## src/hw/strobe_regs_pkg.sv

```systemverilog
// Purpose: shared constants and types for the clock and full-scale register bank
// Assumes: byte-wide register access, 12-bit byte address
// Notes: multi-byte fields are little-endian, lowest byte at the lowest address
package strobe_regs_pkg;
  localparam int ADDR_W = 12;
  localparam logic [11:0] USER_CONFIG_ADDR = 12'h010;
  localparam logic [11:0] CLOCK_CONTROL_PRIMARY_ADDR = 12'h029;
  localparam logic [11:0] CLOCK_CONTROL_SECONDARY_ADDR = 12'h02a;
  localparam logic [11:0] EDGE_POSITION_ADDR0 = 12'h02c;
  localparam logic [11:0] EDGE_POSITION_ADDR1 = 12'h02d;
  localparam logic [11:0] EDGE_POSITION_ADDR2 = 12'h02e;
  localparam logic [11:0] FULLSCALE_A_ADDR0 = 12'h030;
  localparam logic [11:0] FULLSCALE_A_ADDR1 = 12'h031;
  localparam logic [7:0] USER_CONFIG_RESET = 8'h00;
  localparam logic [7:0] CLOCK_CONTROL_PRIMARY_RESET = 8'h00;
  localparam logic [7:0] CLOCK_CONTROL_SECONDARY_RESET = 8'h00;
  localparam logic [15:0] FULLSCALE_A_RESET = 16'ha000;
  localparam logic [15:0] FULLSCALE_RECOMMENDED_MIN = 16'h2000;
  localparam logic [3:0] DELAY_SELECT_AUTO = 4'h0;
  localparam int ADDR_HOLD_BIT = 0;

  typedef struct packed {
    logic reserved;
    logic strobe_processor_enable;
    logic strobe_receiver_enable;
    logic strobe_status_fine_view;
    logic [3:0] strobe_delay_select;
  } clock_control_primary_t;

  typedef struct packed {
    logic [4:0] reserved;
    logic sample_clock_lowswing_mode;
    logic strobe_lowswing_mode;
    logic strobe_polarity_invert;
  } clock_control_secondary_t;

  typedef struct packed {
    logic start;
    logic write;
    logic read;
    logic [11:0] address;
    logic [7:0] data;
  } byte_access_t;
endpackage

```

## src/hw/stream_address.sv

```systemverilog
// Purpose: byte address pointer for streaming accesses
// Assumes: one advance pulse per byte transferred
// Notes: hold stops the step so the pointer stays at the loaded address, otherwise it moves up or down
`timescale 1ns/1ps
`default_nettype none
module stream_address
  import strobe_regs_pkg::*;
(
  // clock and reset
  input wire logic mclk,
  input wire logic reset,
  // control
  input wire logic load,
  input wire logic [11:0] startAddress,
  input wire logic advance,
  input wire logic hold,
  input wire logic ascending,
  // pointer
  output logic [11:0] address
);
  logic [11:0] next_address;

  // the start byte is itself transferred, so the step applies on top of the load
  always_comb begin
    next_address = load ? startAddress : address;
    if (advance && !hold) begin
      next_address = ascending ? next_address + 12'h001 : next_address - 12'h001;
    end
  end

  always_ff @(posedge mclk) begin
    if (reset) begin
      address <= 12'h000;
    end else begin
      address <= next_address;
    end
  end
endmodule
`default_nettype wire

```

## src/hw/sysref_clock_fullscale_regs.sv

```systemverilog
// Purpose: strobe alignment, clock input mode and channel A full-scale register bank
// Assumes: serial port front end delivers byte strobes synchronous to mclk
// Notes: edge position is sampled live from the measurement logic on each read
// Summary of operation
// - the strobe processor acts on strobe events only while its enable bit is one.
// - writing one to the receiver enable bit turns the strobe receiver on.
// - the fine view bit switches the edge position readback to the fine measurement.
// - the four-bit delay select field chooses the strobe capture delay applied.
// - a delay select of zero hands strobe timing to automatic calibration.
// - the sample clock low-swing bit puts the clock receiver into low-swing mode.
// - the strobe low-swing bit puts the strobe receiver into low-swing mode.
// - the polarity bit inverts the strobe before it is used for alignment.
// - a read-only 24-bit field over three bytes reports the strobe edge position.
// - a 16-bit field sets the channel A full-scale code, resetting to 0xa000.
// - the primary clock control register at 0x029 resets to zero, strobe path off.
// - registers are reached over the serial port, with address hold or stepping.
`timescale 1ns/1ps
`default_nettype none
module sysref_clock_fullscale_regs
  import strobe_regs_pkg::*;
(
  // clock and reset
  input wire logic mclk,
  input wire logic reset,
  // byte access from the serial port front end
  input wire byte_access_t access,
  input wire logic addressAscending,
  output logic [7:0] readData,
  output logic [11:0] currentAddress,
  // strobe path
  input wire logic strobeIn,
  input wire logic [23:0] edgePositionCoarse,
  input wire logic [23:0] edgePositionFine,
  output logic strobeEvent,
  output logic strobeReceiverOn,
  output logic [3:0] strobeDelay,
  output logic strobeAutoCalibrate,
  // analog controls
  output logic sampleClockLowSwing,
  output logic strobeLowSwing,
  output logic [15:0] channelAFullScale,
  output logic fullScaleBelowMin
);
  clock_control_primary_t primaryCtrl, next_primaryCtrl;
  clock_control_secondary_t secondaryCtrl, next_secondaryCtrl;
  logic [7:0] userConfig, next_userConfig;
  logic [15:0] fullScaleA, next_fullScaleA;
  logic [7:0] next_readData;
  logic strobeEventReg, next_strobeEvent;
  logic [23:0] edgePosition;
  logic [11:0] accessAddress;
  logic [11:0] pointer;

  // a start byte carries its own address; later bytes use the stepped pointer
  assign accessAddress = access.start ? access.address : pointer;

  stream_address addressPointer (
    .mclk(mclk),
    .reset(reset),
    .load(access.start),
    .startAddress(access.address),
    .advance(access.write || access.read),
    .hold(userConfig[ADDR_HOLD_BIT]),
    .ascending(addressAscending),
    .address(pointer)
  );

  // both measurements are offered, the fine view bit picks which one is read
  assign edgePosition = primaryCtrl.strobe_status_fine_view ? edgePositionFine
                                                             : edgePositionCoarse;

  always_comb begin
    next_primaryCtrl = primaryCtrl;
    next_secondaryCtrl = secondaryCtrl;
    next_userConfig = userConfig;
    next_fullScaleA = fullScaleA;
    if (access.write) begin
      unique case (accessAddress)
        USER_CONFIG_ADDR: next_userConfig = access.data;
        CLOCK_CONTROL_PRIMARY_ADDR: next_primaryCtrl = access.data;
        CLOCK_CONTROL_SECONDARY_ADDR: next_secondaryCtrl = access.data;
        FULLSCALE_A_ADDR0: next_fullScaleA[7:0] = access.data;
        FULLSCALE_A_ADDR1: next_fullScaleA[15:8] = access.data;
        // edge position and unmapped bytes ignore writes
        default: next_userConfig = userConfig;
      endcase
    end
  end

  always_comb begin
    next_readData = readData;
    if (access.read) begin
      unique case (accessAddress)
        USER_CONFIG_ADDR: next_readData = userConfig;
        CLOCK_CONTROL_PRIMARY_ADDR: next_readData = primaryCtrl;
        CLOCK_CONTROL_SECONDARY_ADDR: next_readData = secondaryCtrl;
        EDGE_POSITION_ADDR0: next_readData = edgePosition[7:0];
        EDGE_POSITION_ADDR1: next_readData = edgePosition[15:8];
        EDGE_POSITION_ADDR2: next_readData = edgePosition[23:16];
        FULLSCALE_A_ADDR0: next_readData = fullScaleA[7:0];
        FULLSCALE_A_ADDR1: next_readData = fullScaleA[15:8];
        default: next_readData = 8'h00;
      endcase
    end
  end

  always_comb begin
    // the receiver must be on too, so a host that sets only the processor enable bit gets nothing
    next_strobeEvent = primaryCtrl.strobe_processor_enable
                       && primaryCtrl.strobe_receiver_enable
                       && (strobeIn ^ secondaryCtrl.strobe_polarity_invert);
  end

  always_ff @(posedge mclk) begin
    if (reset) begin
      primaryCtrl <= CLOCK_CONTROL_PRIMARY_RESET;
      secondaryCtrl <= CLOCK_CONTROL_SECONDARY_RESET;
      userConfig <= USER_CONFIG_RESET;
      fullScaleA <= FULLSCALE_A_RESET;
      readData <= 8'h00;
      strobeEventReg <= 1'b0;
    end else begin
      primaryCtrl <= next_primaryCtrl;
      secondaryCtrl <= next_secondaryCtrl;
      userConfig <= next_userConfig;
      fullScaleA <= next_fullScaleA;
      readData <= next_readData;
      strobeEventReg <= next_strobeEvent;
    end
  end

  assign currentAddress = pointer;
  assign strobeEvent = strobeEventReg;
  assign strobeReceiverOn = primaryCtrl.strobe_receiver_enable;
  assign strobeDelay = primaryCtrl.strobe_delay_select;
  assign strobeAutoCalibrate = (primaryCtrl.strobe_delay_select == DELAY_SELECT_AUTO);
  assign sampleClockLowSwing = secondaryCtrl.sample_clock_lowswing_mode;
  assign strobeLowSwing = secondaryCtrl.strobe_lowswing_mode;
  assign channelAFullScale = fullScaleA;
  // flag only; the code is still applied as written
  assign fullScaleBelowMin = (fullScaleA < FULLSCALE_RECOMMENDED_MIN);
endmodule
`default_nettype wire

```

## config.mk

```make
export PLATFORM = sky130hd
export DESIGN_NAME = sysref_clock_fullscale_regs
export DESIGN_NICKNAME = d
export VERILOG_FILES = /design/src/hw/strobe_regs_pkg.sv /design/src/hw/stream_address.sv /design/src/hw/sysref_clock_fullscale_regs.sv
export SDC_FILE = /design/constraint.sdc
export NUM_CORES = 1
export LEC_CHECK = 0
export BUFFER_PORTS_ARGS = -buffer_cell sky130_fd_sc_hd__clkbuf_2
export CELL_PAD_IN_SITES_DETAIL_PLACEMENT = 0
export CELL_PAD_IN_SITES_GLOBAL_PLACEMENT = 1
export CORE_MARGIN = 2
export CORE_UTILIZATION = 30
export DETAILED_ROUTE_END_ITERATION = 7
export PLACE_DENSITY_LB_ADDON = 0.1
export SYNTH_ARGS = -nofsm -noshare
export SYNTH_HDL_FRONTEND = slang
export SYNTH_HIERARCHICAL = 1
export SYNTH_SLANG_ARGS = --single-unit
```

## constraint.sdc

```tcl
create_clock -name mclk -period 3.5 [get_ports mclk]
set_input_delay 0.175 -clock mclk [delete_from_list [all_inputs] [get_ports mclk]]
set_output_delay 0.175 -clock mclk [all_outputs]
set_load 0.005 [all_outputs]
```

==> results.toml <==
[run_status]
status = "finished clean"

[timing]
worstMarginPinSlew_ns = 0.7275
skew_ns = 0.005387
maxSlewViolCount = 0
setup_viol = 0
finalHoldViolCount = 0
layout_worst_path_cycle_share_pct = 70.89
fin_tns_setup_ns = 0
slew_headroom_pct = 51.43
finalCriticalPeriod_ns = 2.481
hold_ws_ns = 0.1211
clock.fmax_ghz = 0.4030
grt_setup_unrepaired = "no"

[synth]
synthXorXnorAreaFrac_pct = 2.174
synth.area.mux_share_pct = 17.98
yosys.area_share.simple_pct = 20.65
synth_area_leaders = "dfxtp_1, mux2i_1, mux2_2"
syn_avg_cell_area_um2 = 9.033
syn_nets = 533
yosys_warnings = 6
async_flop_share_pct = 0
synth_cell_types = 68
synth_common_cells = "dfxtp_1, nor2_1, mux2i_1, nand2_1, a21oi_1"
synth_seq_cells = 61
netlist_area_um2 = 4029
synth-adder-area-share_pct = 3.913
synth_largest_type_area_fraction_pct = 30.31
synth_edf_count = 0
synthCells = 446
synth_top_family_by_area = "simple AND/OR/NAND/NOR gates"
yosys.area.top_type = "dfxtp_1"
ys_dominant_reg_cell = "dfxtp_1"
yosysMostFrequentCell = "dfxtp_1"
ys_seq_area_share_pct = 30.31
synth_compound_area_share_pct = 19.69

[die]
rows = 42
die_y_um = 119.9
num_io_pins = 121
die_area_um2 = 14370
initial_utilization_pct = 30.54
fp.dieW_um = 119.9
coreArea_um2 = 13190

[clocking]
cts.clk_slew.worst_paths_ns = 0.06
cts_tree = "done"
clock_path_buffers = 2
cts_resized = 0
post_cts_buffers = 0
clk_latency_ns = 0.34
cts.sinks = 61
hold_buffers = 0
cts_root_buf = "clkbuf_16"
cts_buffers = 9
cts_max_level = 3

[routing]
wirelength_mm = 13.21
vias = 3748
vias_per_cell = 5.079
dr.pass1.iters = 4
postRouteAntennaNets = 0
drcViolationCount = 0
drt-wirelength-per-cell_um = 17.90
drtIter0Drc = 268

[finish]
area_growth_pct = 24.60
fill_cells = 1392
antenna_cells = 0
regArea_um2 = 1221
drive_gt1_share_pct = 35.05
multiInputGateArea_um2 = 2595
nets = 645
final_cell_area_um2 = 5020

[critical_path]
worstPathArrival_ns = 2.75
cp_slowest_cell = "a211oi_4"
cp-end-kind = "register"
worstPathCellList = "nor4b_2 > nand3b_2 > a211oi_4 > a22oi_1 > and3_1 > a211oi_2"
critPathLaunchType = "register"
rrSetupSlack_ns = 1.02
crit_buf_inv = 0
cp.required_ns = 3.76
worst-path-max-fanout = 10
path_class = "register to register"
slowest_delay_ns = 0.59
cp_top_family = "compound AO/OA/AOI/OAI gates"

[global_route]
antenna_found_initial = 0
grt_pass1_vias = 3616
grt_pass1_wl_mm = 20.28
grt_overflow_total = 0
globalRouteTotalUtil_pct = 18.68
grt_max_degree = 48

[pwr]
p_leak_nw = 2.102
ir_drop_mv = 0.2190
power_density_nw_per_um2 = 431.1

[placed_design]
gp_congestion = 0.8617
placedInstanceArea_um2 = 4720
port_buffers = 120
place_hpwl_mm = 9.812

[worst_hold_path]
hp-class = "input port to register"

[run]
drv_cap = 0
state kept, by name, summed over array words and instances, names as in the netlist:
register,cells
strobeReceiverOn,1
primaryCtrl,3
channelAFullScale,16
strobeDelay,4
strobeLowSwing,1
sampleClockLowSwing,1
userConfig,8
addressPointer/address,12
secondaryCtrl,6
strobeEvent,1
readData,8
path summary, 6_finish.rpt:
path                        startpoint             to  depth (start not counted)
max          addressPointer/address[5]    readData[5]                          6
max reg2reg  addressPointer/address[5]    readData[5]                          6
min                           strobeIn    strobeEvent                          3
min reg2reg              userConfig[2]  userConfig[2]                          2
through the flow:
stage / std cells / util, % / setup WS [ns] / total power [W]
after CTS: 738 / 38.06 / 1.015 / 0.002180
after global placement: 723 / 35.78 / 0.7528 / 0.001257
after detailed placement: 723 / 35.78 / 0.7275 / 0.001257
after global routing: 738 / 38.06 / 0.7794 / 0.002269
after floorplan: 446 / - / 1.278 / 0.001089
final: 738 / 38.06 / 1.019 / 0.002164
tightest hold or removal path, stage by stage:
cell and delay (ns):
clkbuf_2 0.09, xnor2_1 0.11, nor3_1 0.04
cell families after synthesis:
logic type,after synthesis
multiplexers,69
flip-flops,61
adder cells (fa/ha/maj),12
AO/OA/AOI/OAI,104
buffers and inverters,33
AND/OR/NAND/NOR,157
XOR/XNOR,10
routing by layer:
metal  up-vias  global-route usage (%)  part of all wire, %
met2       108                   29.68                   46
met5         -                       0                    0
li1       1873                       -                    -
met4         0                   6.985                  1.7
met3        14                   3.660                  4.9
met1      1753                   25.09                   48
power by group:
group	total (W)	internal, W	switching (W)
registers	0.000767	0.000725	0.0000413
logic	0.000474	0.000213	0.000262
clock network	0.000923	0.000583	0.000340
total	0.00216	0.00152	0.000643
cell usage in the layout, fill, tap and decap left out, types with 2 or more instances in the layout:
master,count
nor4_1,2
nor4_4,3
a22o_1,3
o22a_1,7
o21ai_0,11
a211oi_2,9
clkbuf_16,9
nand4_1,3
a22oi_1,2
nand3b_1,4
a32o_1,6
and3_1,3
inv_1,6
nor3b_1,2
nor4b_1,2
ha_1,11
nor3_1,9
nor2_1,55
o22ai_1,3
nand3_1,15
clkinv_2,2
clkbuf_2,120
a21oi_1,31
clkbuf_8,2
xnor2_1,9
nand2_1,41
dfxtp_1,61
mux2_2,24
a211oi_1,3
nor4b_2,2
a21o_1,2
buf_4,8
a31oi_1,4
mux2i_1,44
o21a_1,3
a21oi_2,3
a221oi_1,6
layout make-up:
class | instances | share of cell area [%]
clock buffers | 11 | 5.035
inverters | 6 | 0.4487
well taps | 176 | 4.387
multi-input cells | 352 | 51.69
repair buffers | 128 | 13.16
clock inverters | 4 | 0.9472
flip-flops and latches | 61 | 24.33
Note: power is estimated with default switching activity, not from simulation.
